--- src/dsq_defs.vh ---
// constants for the debug state sequencer top and its next-state block
`ifndef DSQ_DEFS_VH
`define DSQ_DEFS_VH

// =====================================================
// register map (ADDR byte addresses, apb word aligned; IDX is the word index)
`define DSQ_IDX_SEL_CODE   8'h27
`define DSQ_ADDR_SEL_CODE  12'h09c
`define DSQ_ADDR_CTRL      12'h0a0
`define DSQ_ADDR_STATUS    12'h0a4

// =====================================================
// fields
`define DSQ_CODE_W         4
`define DSQ_BANK_LSB       0
`define DSQ_BANK_MSB       1
`define DSQ_ARM_BIT        2
`define DSQ_BANK_S1        2'b00
`define DSQ_BANK_S2        2'b01

// =====================================================
// reset values
`define DSQ_RST_CODE       4'h0
`define DSQ_RST_BANK       2'b00

// =====================================================
// sequencer states
`define DSQ_ST_W           3
`define DSQ_ST_IDLE        3'h0
`define DSQ_ST_1           3'h1
`define DSQ_ST_2           3'h2
`define DSQ_ST_3           3'h3
`define DSQ_ST_FINAL       3'h4

`endif

--- src/dsq_next_sel.v ---
// next-state decode for state1 and state2 select codes
`timescale 1ns/1ps
`include "dsq_defs.vh"

module dsq_next_sel (
  input wire [2:0] cur_state,
  input wire [3:0] code_s1,
  input wire [3:0] code_s2,
  input wire [2:0] match,
  output reg [2:0] next_state,
  output reg hit
);

  // =====================================================
  // per-channel targets, idle code means no effect
  reg [2:0] t0;
  reg [2:0] t1;
  reg [2:0] t2;

  // table decode
  always @* begin
    t0 = `DSQ_ST_IDLE;
    t1 = `DSQ_ST_IDLE;
    t2 = `DSQ_ST_IDLE;
    if (cur_state == `DSQ_ST_1) begin
      case (code_s1)
        4'h0: begin
          t0 = `DSQ_ST_FINAL;
          t1 = `DSQ_ST_FINAL;
          t2 = `DSQ_ST_FINAL;
        end
        4'h1: t1 = `DSQ_ST_3;
        4'h2: t2 = `DSQ_ST_2;
        4'h3: t1 = `DSQ_ST_2;
        4'h4: begin
          t0 = `DSQ_ST_2;
          t1 = `DSQ_ST_3;
        end
        4'h5: begin
          t1 = `DSQ_ST_3;
          t0 = `DSQ_ST_FINAL;
        end
        4'h6: begin
          t0 = `DSQ_ST_2;
          t2 = `DSQ_ST_3;
        end
        4'h7: begin
          t0 = `DSQ_ST_2;
          t1 = `DSQ_ST_2;
        end
        4'h9: t0 = `DSQ_ST_3;
        4'hd: begin
          t0 = `DSQ_ST_FINAL;
          t2 = `DSQ_ST_FINAL;
          t1 = `DSQ_ST_2;
        end
        // reserved codes move nothing
        default: t0 = `DSQ_ST_IDLE;
      endcase
    end else if (cur_state == `DSQ_ST_2) begin
      case (code_s2)
        4'h0: begin
          t0 = `DSQ_ST_1;
          t2 = `DSQ_ST_3;
        end
        4'h1: t1 = `DSQ_ST_3;
        4'h2: t2 = `DSQ_ST_3;
        4'h3: begin
          t1 = `DSQ_ST_3;
          t0 = `DSQ_ST_FINAL;
        end
        4'h4: begin
          t1 = `DSQ_ST_1;
          t2 = `DSQ_ST_3;
        end
        4'h5: t2 = `DSQ_ST_FINAL;
        4'h6: begin
          t2 = `DSQ_ST_1;
          t0 = `DSQ_ST_FINAL;
        end
        4'h7: begin
          t0 = `DSQ_ST_FINAL;
          t1 = `DSQ_ST_FINAL;
        end
        4'hc: begin
          t0 = `DSQ_ST_FINAL;
          t1 = `DSQ_ST_FINAL;
          t2 = `DSQ_ST_3;
        end
        4'hf: begin
          t0 = `DSQ_ST_FINAL;
          t1 = `DSQ_ST_FINAL;
          t2 = `DSQ_ST_1;
        end
        default: t0 = `DSQ_ST_IDLE;
      endcase
    end
  end

  // =====================================================
  // priority resolve
  always @* begin
    next_state = cur_state;
    hit = 1'b0;
    if (match[0] && t0 == `DSQ_ST_FINAL) begin
      next_state = t0;
      hit = 1'b1;
    end else if (match[1] && t1 == `DSQ_ST_FINAL) begin
      next_state = t1;
      hit = 1'b1;
    end else if (match[2] && t2 == `DSQ_ST_FINAL) begin
      next_state = t2;
      hit = 1'b1;
    end else if (match[0] && t0 != `DSQ_ST_IDLE) begin
      next_state = t0;
      hit = 1'b1;
    end else if (match[1] && t1 != `DSQ_ST_IDLE) begin
      next_state = t1;
      hit = 1'b1;
    end else if (match[2] && t2 != `DSQ_ST_IDLE) begin
      next_state = t2;
      hit = 1'b1;
    end
  end

endmodule // dsq_next_sel

--- src/dsq_seq_top.v ---
// debug state sequencer with banked next-state select registers on apb
//
// Register access over APB was decided locally.
`timescale 1ns/1ps
`include "dsq_defs.vh"

module dsq_seq_top (
  input wire core_clk,
  input wire rst_b,
  input wire psel,
  input wire penable,
  input wire pwrite,
  input wire [11:0] paddr,
  input wire [31:0] pwdata,
  output reg [31:0] prdata,
  output reg pready,
  output reg pslverr,
  input wire [2:0] match_in,
  output reg [2:0] seq_state,
  output reg seq_final,
  output reg armed
);

  // =====================================================
  // reset release through two flops
  reg rst_s1_q;
  reg rst_s2_q;

  always @(posedge core_clk or negedge rst_b) begin
    if (!rst_b) begin
      rst_s1_q <= 1'b0;
      rst_s2_q <= 1'b0;
    end else begin
      rst_s1_q <= 1'b1;
      rst_s2_q <= rst_s1_q;
    end
  end

  wire rst_n_int;
  assign rst_n_int = rst_s2_q;

  // =====================================================
  // register state
  reg [3:0] code_s1_q;
  reg [3:0] code_s2_q;
  reg [1:0] bank_q;
  reg arm_q;
  reg [2:0] state_q;

  // apb strobes; one-cycle access, pready high in access phase
  wire acc;
  wire wr;
  wire rd;
  assign acc = psel & penable;
  assign wr = acc & pwrite;
  assign rd = acc & ~pwrite;

  wire hit_code;
  wire hit_ctrl;
  wire hit_stat;
  assign hit_code = (paddr == `DSQ_ADDR_SEL_CODE);
  assign hit_ctrl = (paddr == `DSQ_ADDR_CTRL);
  assign hit_stat = (paddr == `DSQ_ADDR_STATUS);

  // =====================================================
  // writable registers
  always @(posedge core_clk or negedge rst_n_int) begin
    if (!rst_n_int) begin
      code_s1_q <= `DSQ_RST_CODE;
      code_s2_q <= `DSQ_RST_CODE;
      bank_q <= `DSQ_RST_BANK;
      arm_q <= 1'b0;
    end else if (wr) begin
      if (hit_code && bank_q == `DSQ_BANK_S1 && !arm_q) begin
        code_s1_q <= pwdata[`DSQ_CODE_W-1:0];
      end
      if (hit_code && bank_q == `DSQ_BANK_S2 && !arm_q) begin
        code_s2_q <= pwdata[`DSQ_CODE_W-1:0];
      end
      // bank select and arm stay writable at all times
      if (hit_ctrl) begin
        bank_q <= pwdata[`DSQ_BANK_MSB:`DSQ_BANK_LSB];
        arm_q <= pwdata[`DSQ_ARM_BIT];
      end
    end
  end

  // =====================================================
  // read mux, combinational then registered into prdata
  reg [31:0] rdata_d;
  always @* begin
    rdata_d = 32'h0000_0000;
    if (hit_code) begin
      if (bank_q == `DSQ_BANK_S1) begin
        rdata_d = {28'h000_0000, code_s1_q};
      end else if (bank_q == `DSQ_BANK_S2) begin
        rdata_d = {28'h000_0000, code_s2_q};
      end
    end else if (hit_ctrl) begin
      rdata_d = {29'h0000_0000, arm_q, bank_q};
    end else if (hit_stat) begin
      rdata_d = {29'h0000_0000, state_q};
    end
  end

  // apb answer: ready and data registered in setup cycle
  always @(posedge core_clk or negedge rst_n_int) begin
    if (!rst_n_int) begin
      prdata <= 32'h0000_0000;
      pready <= 1'b0;
      pslverr <= 1'b0;
    end else begin
      pready <= psel & ~penable;
      pslverr <= psel & ~penable & ~(hit_code | hit_ctrl | hit_stat);
      if (psel && !penable && !pwrite) begin
        prdata <= rdata_d;
      end
    end
  end

  // =====================================================
  // next-state decode
  wire [2:0] nxt;
  wire nxt_hit;

  dsq_next_sel u_sel (
    .cur_state(state_q),
    .code_s1(code_s1_q),
    .code_s2(code_s2_q),
    .match(match_in),
    .next_state(nxt),
    .hit(nxt_hit)
  );

  // =====================================================
  // sequencer: arming starts in state1, disarm returns to idle
  always @(posedge core_clk or negedge rst_n_int) begin
    if (!rst_n_int) begin
      state_q <= `DSQ_ST_IDLE;
    end else if (!arm_q) begin
      state_q <= `DSQ_ST_IDLE;
    end else if (state_q == `DSQ_ST_IDLE) begin
      state_q <= `DSQ_ST_1;
    end else if (nxt_hit) begin
      state_q <= nxt;
    end
  end

  // outputs straight from flops
  always @(posedge core_clk or negedge rst_n_int) begin
    if (!rst_n_int) begin
      seq_state <= `DSQ_ST_IDLE;
      seq_final <= 1'b0;
      armed <= 1'b0;
    end else begin
      seq_state <= state_q;
      seq_final <= (state_q == `DSQ_ST_FINAL);
      armed <= arm_q;
    end
  end

endmodule // dsq_seq_top

--- config.mk ---
export PLATFORM = sky130hd
export DESIGN_NAME = dsq_seq_top
export DESIGN_NICKNAME = d
export VERILOG_FILES = /design/src/dsq_next_sel.v /design/src/dsq_seq_top.v
export VERILOG_INCLUDE_DIRS = /design/src
export SDC_FILE = /design/constraint.sdc
export NUM_CORES = 1
export LEC_CHECK = 0
export ABC_AREA = 0
export BUFFER_PORTS_ARGS = -buffer_cell sky130_fd_sc_hd__clkbuf_2
export CORE_ASPECT_RATIO = 1.4
export CORE_MARGIN = 5
export CORE_UTILIZATION = 30
export DETAILED_ROUTE_END_ITERATION = 16
export RECOVER_POWER = 100
export SYNTH_ARGS = -nofsm -noshare
export SYNTH_HDL_FRONTEND = slang
export SYNTH_SLANG_ARGS = --single-unit
--- constraint.sdc ---
create_clock -name core_clk -period 1.5 [get_ports core_clk]
set_clock_uncertainty 0.05 [all_clocks]
set_input_delay 0 -clock core_clk [delete_from_list [all_inputs] [get_ports core_clk]]
set_output_delay 0 -clock core_clk [all_outputs]
set_load 0.03 [all_outputs]
# Yosys cells after proc, flatten, opt, wreduce, memory -nomap -nowiden
# Cells that the tools add are included.
dict set report op_classes {
  eq_ne 30
  muxes 32
  bitwise 8
  n_reduce_logical 36
}
# cell count
set ops {}
lappend ops {{$mux 3} 17}
lappend ops {{$pmux 3 s3} 5}
lappend ops {{$eq 12x8->1 const B} 3}
lappend ops {{$eq 4x3->1 const B} 8}
lappend ops {{$mux 32} 1}
lappend ops {{$eq 4x2->1 const B} 4}
lappend ops {{$eq 4x4->1 const B} 4}
lappend ops {{$reduce_or 3->1} 5}
lappend ops {{$eq 3x3->1 const B} 4}
lappend ops {{$logic_and 1x1->1} 12}
lappend ops {{$reduce_bool 3->1} 3}
lappend ops {{$eq 4x1->1 const B} 2}
lappend ops {{$logic_not 4->1} 2}
lappend ops {{$mux 4} 2}
lappend ops {{$ne 8x1->1 const B} 1}
lappend ops {{$reduce_and 2->1} 4}
lappend ops {{$mux 1} 6}
lappend ops {{$pmux 3 s2} 1}
lappend ops {{$reduce_or 2->1} 3}
lappend ops {{$reduce_or 5->1} 1}
lappend ops {{$and 1x1->1} 4}
lappend ops {{$reduce_or 4->1} 1}
lappend ops {{$eq 3x1->1 const B} 1}
lappend ops {{$eq 3x2->1 const B} 1}
lappend ops {{7 further kinds} 11}
dict set report totals {
  reg_bits 55
  output_inout_bits 39
}

# Depth between registers and ports, before layout
# Gate-level depths: netlist (run 1).
dict set report depth {
  ltp_word 16
  ltp_mapped 8
  ltp_nobuf 7
}

# Modules after synthesis
# Synthesis (run 1) repeated with hierarchy kept, for this count alone.
dict set report hier_totals {
  cells_unflattened 210
  area_unflattened_um2 1970.6
}
# mod n_inst cells_per_inst area_each_um2 seq_area_each_um2
set modules_own_cells {}
lappend modules_own_cells {dsq_seq_top 1 119 1370.1 675.6}
lappend modules_own_cells {dsq_next_sel 1 91 600.6 0.0}

# Worst setup path before layout (run 1)
# OpenSTA, ideal clock, no wires.
dict set report synth_path {
  path_kind {reg2reg}
  from {register state_q[0]}
  to {register state_q[1]}
  arrival_time_ps 1741
  required_time_ps 1368
  setup_slack_ps -373
  path_stages_with_launch 9
  path_buffers 1
  period_less_slack_ps 1873
  path_cell_list {dfrtp_1 > buf_2 > nor3b_4 > nand2b_4 > o32ai_4 > o21a_2 > nor2b_1 > or3_1 > a31oi_1}
}
dict set report synth_via {
  elab_chain_cells 13
  elab_cells_between_ends 39
  classes_between {eq/ne (7); mux (21); reduce/logical (11)}
}
# element line
set synth_lines {}
lappend synth_lines {{from (decl)} dsq_seq_top.v:48} ;# reg [2:0] state_q;
lappend synth_lines {{from (signal assigned)} dsq_seq_top.v:139} ;# state_q <= `DSQ_ST_IDLE;
lappend synth_lines {{from (signal assigned)} dsq_seq_top.v:141} ;# state_q <= `DSQ_ST_IDLE;
lappend synth_lines {{from (signal assigned)} dsq_seq_top.v:143} ;# state_q <= `DSQ_ST_1;
lappend synth_lines {{$eq 3x2->1 (no source line)} --}
lappend synth_lines {{$mux 3} dsq_next_sel.v:60} ;# end else if (cur_state == `DSQ_ST_2) begin
lappend synth_lines {{$mux 3} dsq_next_sel.v:25} ;# if (cur_state == `DSQ_ST_1) begin
lappend synth_lines {{$reduce_bool 3->1 (no source line)} --}
lappend synth_lines {{$logic_and 1x1->1 (no source line)} --}
lappend synth_lines {{$mux 1 or $mux 3 (tied branches)} {dsq_next_sel.v:120, dsq_next_sel.v:117}}
lappend synth_lines {{$mux 1 or $mux 3 (tied branches)} {dsq_next_sel.v:117, dsq_next_sel.v:114}}
lappend synth_lines {{$mux 1 or $mux 3 (tied branches)} {dsq_next_sel.v:114, dsq_next_sel.v:111}}
lappend synth_lines {{$mux 1 or $mux 3 (tied branches)} {dsq_next_sel.v:111, dsq_next_sel.v:108}}
lappend synth_lines {{$mux 1 or $mux 3 (tied branches)} {dsq_next_sel.v:108, dsq_next_sel.v:105}}
lappend synth_lines {{$mux 1 or $mux 3 (tied branches)} {dsq_next_sel.v:105, dsq_seq_top.v:144}}
lappend synth_lines {{$ne 3x1->1 (no source line) or $mux 3 (tied branches)} --}
lappend synth_lines {{$reduce_and 2->1 (no source line) or $mux 3 (tied branches)} --}
# Parallel ways exist; a longest one is shown, timed or not. The select of a mux whose other input is x is not followed.
# A chain may end at the register's enable or synchronous reset.

# Worst setup path in the final report (run 1)
dict set report layout_path {
  from {register state_q[2]}
  to {register state_q[1]}
}
# The elaborated chain is that of the path after synthesis.

==> results of run 1 <==
-- registers in the layout (all words and copies together), names as in the netlist, 2 cells and up --
| register | cells |
|---|---|
| bank_q | 2 |
| seq_state | 3 |
| code_s1_q | 4 |
| prdata | 4 |
| code_s2_q | 4 |
| state_q | 3 |
-- critical path, delay by kind of cell (launching register included) --
| kind | cells | cell delay [ps] |
|---|---|---|
| flops | 1 | 470 |
| compound gates | 3 | 410 |
| simple gates | 3 | 770 |
| buf+inv | 1 | 170 |
-- cells in the final DEF, fill, tap and decap left out, drive strengths merged, types with 5 or more instances in the layout --
master | netlist | routed
a21oi | 5 | 5
buf | 35 | 43
clkbuf | 2 | 40
conb | 2 | 29
dfrtp | 27 | 27
dlygate4sd3 | 0 | 9
mux2 | 10 | 10
mux2i | 10 | 10
nand2 | 12 | 12
nand2b | 6 | 6
nor2 | 10 | 10
o21a | 5 | 5
o21ai | 7 | 7
-- path summary, 6_finish.rpt --
path / to / cells after the start / slack, ps
worst max-delay path: state_q[1]$_DFFE_PN0P_ / 7 / -440
worst min-delay path: state_q[1]$_DFFE_PN0P_ / 4 / 6
worst max register to register: state_q[1]$_DFFE_PN0P_ / 7 / -440
worst min register to register: arm_q$_DFFE_PN0P_ / 1 / 290
max in group asynchronous: state_q[1]$_DFFE_PN0P_ / 1 / 660
min in group asynchronous: arm_q$_DFFE_PN0P_ / 1 / 290
-- through the flow --
step	TNS (ps)	hold slack, ps
5_1_grt	-1747	12.14
3_3_place_gp	-2341	-263.0
6_report	-1226	6.439
4_1_cts	-1256	4.190
2_1_floorplan	-824.5	-345.6
3_5_place_dp	-2754	-261.2
-- area by class of cell --
type	count	area (µm²)	area share, %
Sequential cell	27	681.9	27.28
Tap cell	70	87.58	3.504
Multi-Input combinational cell	142	1082	43.29
Inverter	4	15.01	0.6006
Clock buffer	4	45.04	1.802
Timing Repair Buffer	88	588.1	23.52
-- cells by family (layout without fill, tap and decap cells) --
group,Yosys count,after routing
compound gates,41,41
fa+ha+maj,1,1
buf+inv,41,96
flops,27,27
mux,20,20
other cells,2,29
simple gates,51,51
-- report_power, final --
group	total (µW)	switching, µW	internal, µW
registers	754	8.68	745
logic	250	184	66.8
clock network	409	219	190
total	1410	411	1000
-- metal layers --
metal	track usage, %	wire length (µm)
met5	0	0
met4	4.980	96
met3	0.6890	165
met2	22.95	2583
met1	14.23	1791
-- repair_timing --
action                     4_1_cts  5_1_grt
buffers inserted                 6        2
hold endpoints to repair        16        0
setup endpoints to repair        6       13
gates resized for setup         14        8
hold buffers                     9        0
pin swaps                        7        5
==> run summary, run 1 <==
TritonCTS clock tree -> built
Fin area -> 2500 µm²
HPWL after DPL -> 3640 µm
Sink Count -> 27
Synth Area in Compound Gates -> 17.23%
Cell Chain, Critical Path -> nor3b_4 -> buf_4 -> o21a_1 -> o21ai_0 -> nor2b_1 -> or3_1 -> a31oi_1
DR pass1 iterations -> 4
H-Tree Depth -> 1
Layout cell share with drive strength beyond 1 -> 44.15%
Mapped Cells -> 183
Pleak -> 0.001172 µW
Mux share of post-synthesis cell area -> 11.76%
Final Max Slew Viols -> 0
Final WS setup -> -441.4 ps
Final core occ -> 42.64%
Starting density of the core -> 30.84%
Status -> finished, violations left
Headroom to the max-slew limit -> 58.10%
Critical Path Start -> state_q[2]$_DFFE_PN0P_
Post-synth top area cell -> dfrtp_1
Num CTS Buffers -> 3
Pin slew with the least headroom to its limit -> 628.5 ps
Gpl congestion -> 0.8598
Peak VDD IR -> 0.3671 mV
Critical setup path kind -> flop to flop
EDFF count, synth -> 0
Setup crit start kind -> flop
Synth Area in Simple Gates -> 17.92%
Ports -> 91
Port bufs -> 34
Residual DRC -> 0
Power Total -> 1413 µW
Final hold vios -> 0
Synth warnings -> 0
Avg WL per Cell -> 13.84 µm
RSZ-0062 raised after global routing -> true
Total gr overflow -> 0
Crit path arrival time -> 2080 ps
Reg-to-Reg Start -> state_q[2]$_DFFE_PN0P_
Synth Flop Type -> dfrtp_1
Tot GR Track Use -> 12.33%
Failing checks -> setup timing
Max incr delay on CP -> 470 ps
Seq/Total Area, Yosys -> 37.37%
HP Start -> match_in[2]
Asr flop ratio synth -> 100.0%
Vias in the first global route -> 1555
Power density over the cells -> 565.4 nW/µm²
Average footprint of a synthesized cell -> 9.880 µm²
Place WS -> -532.6 ps
Crit end category -> flop
Layout overhead on the synthesized area -> 38.27%
MaxCap Viol Count -> 0
Largest net degree at the start of global routing -> 26
Number of DRC markers in iteration 0 -> 114
FP Rows -> 33
Routed wire length -> 4636 µm
Placed insts -> 314
Fin cells -> 335
Final setup fails -> 3
XOR/XNOR Fraction of Synth Area -> 0%
Global-route wire length before repair -> 7320 µm
Area of the core -> 5863 µm²
# diodes -> 0
Layout net count -> 318
Fmax -> 0.5151 GHz
CP Max Fanout -> 4
Worst skew pair latency -> 270 ps
DR vias -> 1574
Most common cell in the netlist -> buf_4
Hold Crit Class -> primary input to flop
Die height -> 101.9 µm
Largest family of logic cells by synthesized area -> simple AND/OR/NAND/NOR gates
WP data required -> 1640 ps
Vias per inst -> 4.699
Register bit count reported by yosys -> 27
Post-route ant nets -> 0
Period utilization -> 129.4%
Crit-path slowest cell -> dfrtp_2
Clock transition at path regs -> 90 ps
Post-Syn Area -> 1808 µm²
Shortest period the worst path allows -> 1941 ps
Die Area -> 7701 µm²
CTS root buf -> clkbuf_8
Area share of the largest cell type after synthesis -> 37.37%
Placed Instance Area -> 2230 µm²
Clock Tree Buf Depth -> 2
Die Width -> 75.61 µm
Initial antenna violation count -> 0
Synth cell count leaders -> buf_4, dfrtp_1, nand2_1
Post-synthesis adder-cell area fraction -> 0.5536%
Most area-consuming cells after synthesis -> dfrtp_1, buf_4, mux2_2
Fill cells -> 586
Synth cell types -> 49
No activity file was read; power rests on OpenSTA's default activity.
==> inputs of run 2 (changes only) <==
--- a/config.mk
+++ b/config.mk
@@ -8,11 +8,11 @@
 export LEC_CHECK = 0
 export ABC_AREA = 0
 export BUFFER_PORTS_ARGS = -buffer_cell sky130_fd_sc_hd__clkbuf_2
+export CAP_MARGIN = 5
 export CORE_ASPECT_RATIO = 1.4
 export CORE_MARGIN = 5
 export CORE_UTILIZATION = 30
 export DETAILED_ROUTE_END_ITERATION = 16
-export RECOVER_POWER = 100
 export SYNTH_ARGS = -nofsm -noshare
 export SYNTH_HDL_FRONTEND = slang
 export SYNTH_SLANG_ARGS = --single-unit
==> run summary, run 2 (synthesis results as in run 1) <==
Placed insts -> 314 (unchanged)
Pleak -> 0.001187 µW (was 0.001172 µW)
Met3 Usage GRT -> 0.6890% (unchanged)
Part of the power in registers -> 53.3% (was 53.4%)
Initial antenna violation count -> 0 (unchanged)
Layout cell share with drive strength beyond 1 -> 45.66% (was 44.15%)
Final Max Slew Viols -> 0 (unchanged)
WP data required -> 1640 ps (about the same)
DR vias -> 1585 (was 1574)
Port bufs -> 34 (unchanged)
Worst hold path depth -> 4 (unchanged)
FP Rows -> 33 (unchanged)
Biggest regs -> code_s1_q (4), code_s2_q (4), prdata (4) (unchanged)
Die Width -> 75.61 µm (unchanged)
Most common library cell in the layout ignoring fill and taps -> buf_4 (unchanged)
Crit path max-delay family -> simple AND/OR/NAND/NOR gates (unchanged)
Clock power frac -> 29.0% (was 28.9%)
Crit-path slowest cell -> dfrtp_2 (unchanged)
Power density over the cells -> 564.1 nW/µm² (was 565.4 nW/µm²)
Place WS -> -532.6 ps (unchanged)
H-Tree Depth -> 1 (unchanged)
Status -> finished, violations left (unchanged)
Tot GR Track Use -> 12.33% (unchanged)
Global route hottest layer -> met2 (unchanged)
Avg WL per Cell -> 13.76 µm (was 13.84 µm)
Shortest period the worst path allows -> 1945 ps (was 1941 ps)
Fin cells -> 335 (unchanged)
Fmax -> 0.5143 GHz (was 0.5151 GHz)
Worst reg2reg setup slack -> -440 ps (about the same)
Logic pwr share -> 17.8% (was 17.7%)
Fill cells -> 583 (was 586)
Starting density of the core -> 30.84% (unchanged)
Setup TNS -> -1224 ps (was -1226 ps)
Hold Crit Class -> primary input to flop (unchanged)
P_sw -> 411.7 µW (was 410.8 µW)
HP Start -> match_in[2] (unchanged)
RSZ-0062 raised after global routing -> true (unchanged)
Worst r2r path cells -> 7 (unchanged)
Min-Delay Endpoint -> state_q[1]$_DFFE_PN0P_ (unchanged)
Critical setup path kind -> flop to flop (unchanged)
Peak VDD IR -> 0.3667 mV (was 0.3671 mV)
Die Area -> 7701 µm² (unchanged)
Crit end category -> flop (unchanged)
Num CTS Buffers -> 3 (unchanged)
Layout net count -> 318 (unchanged)
MaxCap Viol Count -> 0 (unchanged)
Worst skew pair latency -> 270 ps (about the same)
Pint -> 1004 µW (was 1003 µW)
Met2 usage in global routing -> 22.95% (unchanged)
Max incr delay on CP -> 470 ps (about the same)
# diodes -> 0 (unchanged)
Die height -> 101.9 µm (unchanged)
Vias in the first global route -> 1555 (unchanged)
Routed wire length -> 4610 µm (was 4636 µm)
Worst R2R End -> state_q[1]$_DFFE_PN0P_ (unchanged)
Failing checks -> setup timing (unchanged)
Sink Count -> 27 (unchanged)
Final setup fails -> 3 (unchanged)
Setup crit start kind -> flop (unchanged)
CP Max Fanout -> 4 (unchanged)
Gpl congestion -> 0.8598 (unchanged)
HPWL after DPL -> 3640 µm (unchanged)
Clock Tree Buf Depth -> 2 (unchanged)
DR pass1 iterations -> 4 (unchanged)
Crit path arrival time -> 2090 ps (was 2080 ps)
Area of the core -> 5863 µm² (unchanged)
Period utilization -> 129.6% (was 129.4%)
CTS root buf -> clkbuf_8 (unchanged)
Routing usage on met1 -> 14.23% (unchanged)
WHS -> 5.447 ps (was 6.439 ps)
TritonCTS clock tree -> built (unchanged)
Post-route ant nets -> 0 (unchanged)
Largest net degree at the start of global routing -> 26 (unchanged)
Residual DRC -> 0 (unchanged)
Final hold vios -> 0 (unchanged)
Layout overhead on the synthesized area -> 38.82% (was 38.27%)
Ports -> 91 (unchanged)
Cell Chain, Critical Path -> nor3b_4 -> buf_4 -> o21a_1 -> o21ai_0 -> nor2b_1 -> or3_1 -> a31oi_1 (unchanged)
Vias per inst -> 4.731 (was 4.699)
Number of DRC markers in iteration 0 -> 64 (was 114)
Clock transition at path regs -> 90 ps (about the same)
Global-route wire length before repair -> 7320 µm (unchanged)
Final WS setup -> -444.5 ps (was -441.4 ps)
Switch share -> 29.08% (was 29.07%)
Reg-to-Reg Start -> state_q[2]$_DFFE_PN0P_ (unchanged)
CP bufs+invs -> 1 (unchanged)
Highest-count cells in the layout ignoring fill and taps -> buf_4, clkbuf_2, conb_1 (unchanged)
Total gr overflow -> 0 (unchanged)
[run 2: changes by cell type in the layout (fill, tap and decap cells not counted)]
cell      previous run  this run
clkbuf_2            32        34
clkbuf_1             5         1
buf_4               43        45
[run 2: stage by stage]
stage / cell area, µm² / power [µW] / util, %
after global routing: 2510 / 1480 / 42.81
after detailed placement: 2230 / 999.1 / 38.03
after global placement: 2230 / 999.4 / 38.03
final: 2510 / 1416 / 42.81
after floorplan: 1957 / 985.5 / -
after CTS: 2462 / 1425 / 42.00
[run 2: worst reg2reg max path, cell delays in order, from the launching register on]
cell and delay (ps):
dfrtp_2 470, nor3b_4 310, buf_4 170, o21a_1 160, o21ai_0 110, nor2b_1 160
or3_1 300, a31oi_1 140
[run 2: final cells by class]
cell class	instances	area, µm²	share of cell area, %
timing repair buffer	88	598.1	23.83
multi-input combinational	142	1082	43.12
sequential	27	681.9	27.17
inverter	4	15.01	0.5982
tap	70	87.58	3.490
clock buffer	4	45.04	1.795
[run 2: timing repair]
item / CTS / global route
hold buffers: 9 / 0
buffers inserted: 6 / 2
endpoints found under the setup margin: 6 / 13
hold endpoints to repair: 16 / 0
resized for setup: 14 / 8
pin swaps: 7 / 5
[run 2: layer usage]
layer	part of all wire, %	wire (µm)
met4	2.1	96
met1	38	1769
met5	0	0
met2	56	2575
met3	3.7	169
[run 2: how the worst max path moves through the flow]
stage	slack, ps	depth (start not counted)	from	to
3_3_place_gp	-510	7	state_q[1]$_DFFE_PN0P_	state_q[1]$_DFFE_PN0P_
5_1_grt	-540	7	state_q[2]$_DFFE_PN0P_	state_q[1]$_DFFE_PN0P_
2_1_floorplan	-370	7	state_q[2]$_DFFE_PN0P_	state_q[1]$_DFFE_PN0P_
4_1_cts	-430	7	state_q[2]$_DFFE_PN0P_	state_q[1]$_DFFE_PN0P_
3_5_place_dp	-530	7	state_q[2]$_DFFE_PN0P_	state_q[1]$_DFFE_PN0P_
6_report	-440	7	state_q[2]$_DFFE_PN0P_	state_q[1]$_DFFE_PN0P_
[run 2: power groups by stage]
stage | Sequential [µW] | Clock (µW) | Combinational [µW]
2_1_floorplan | 809 | 0 | 176
3_3_place_gp | 769 | 0 | 230
3_5_place_dp | 768 | 0 | 231
4_1_cts | 755 | 420 | 251
5_1_grt | 756 | 451 | 272
6_report | 754 | 410 | 252
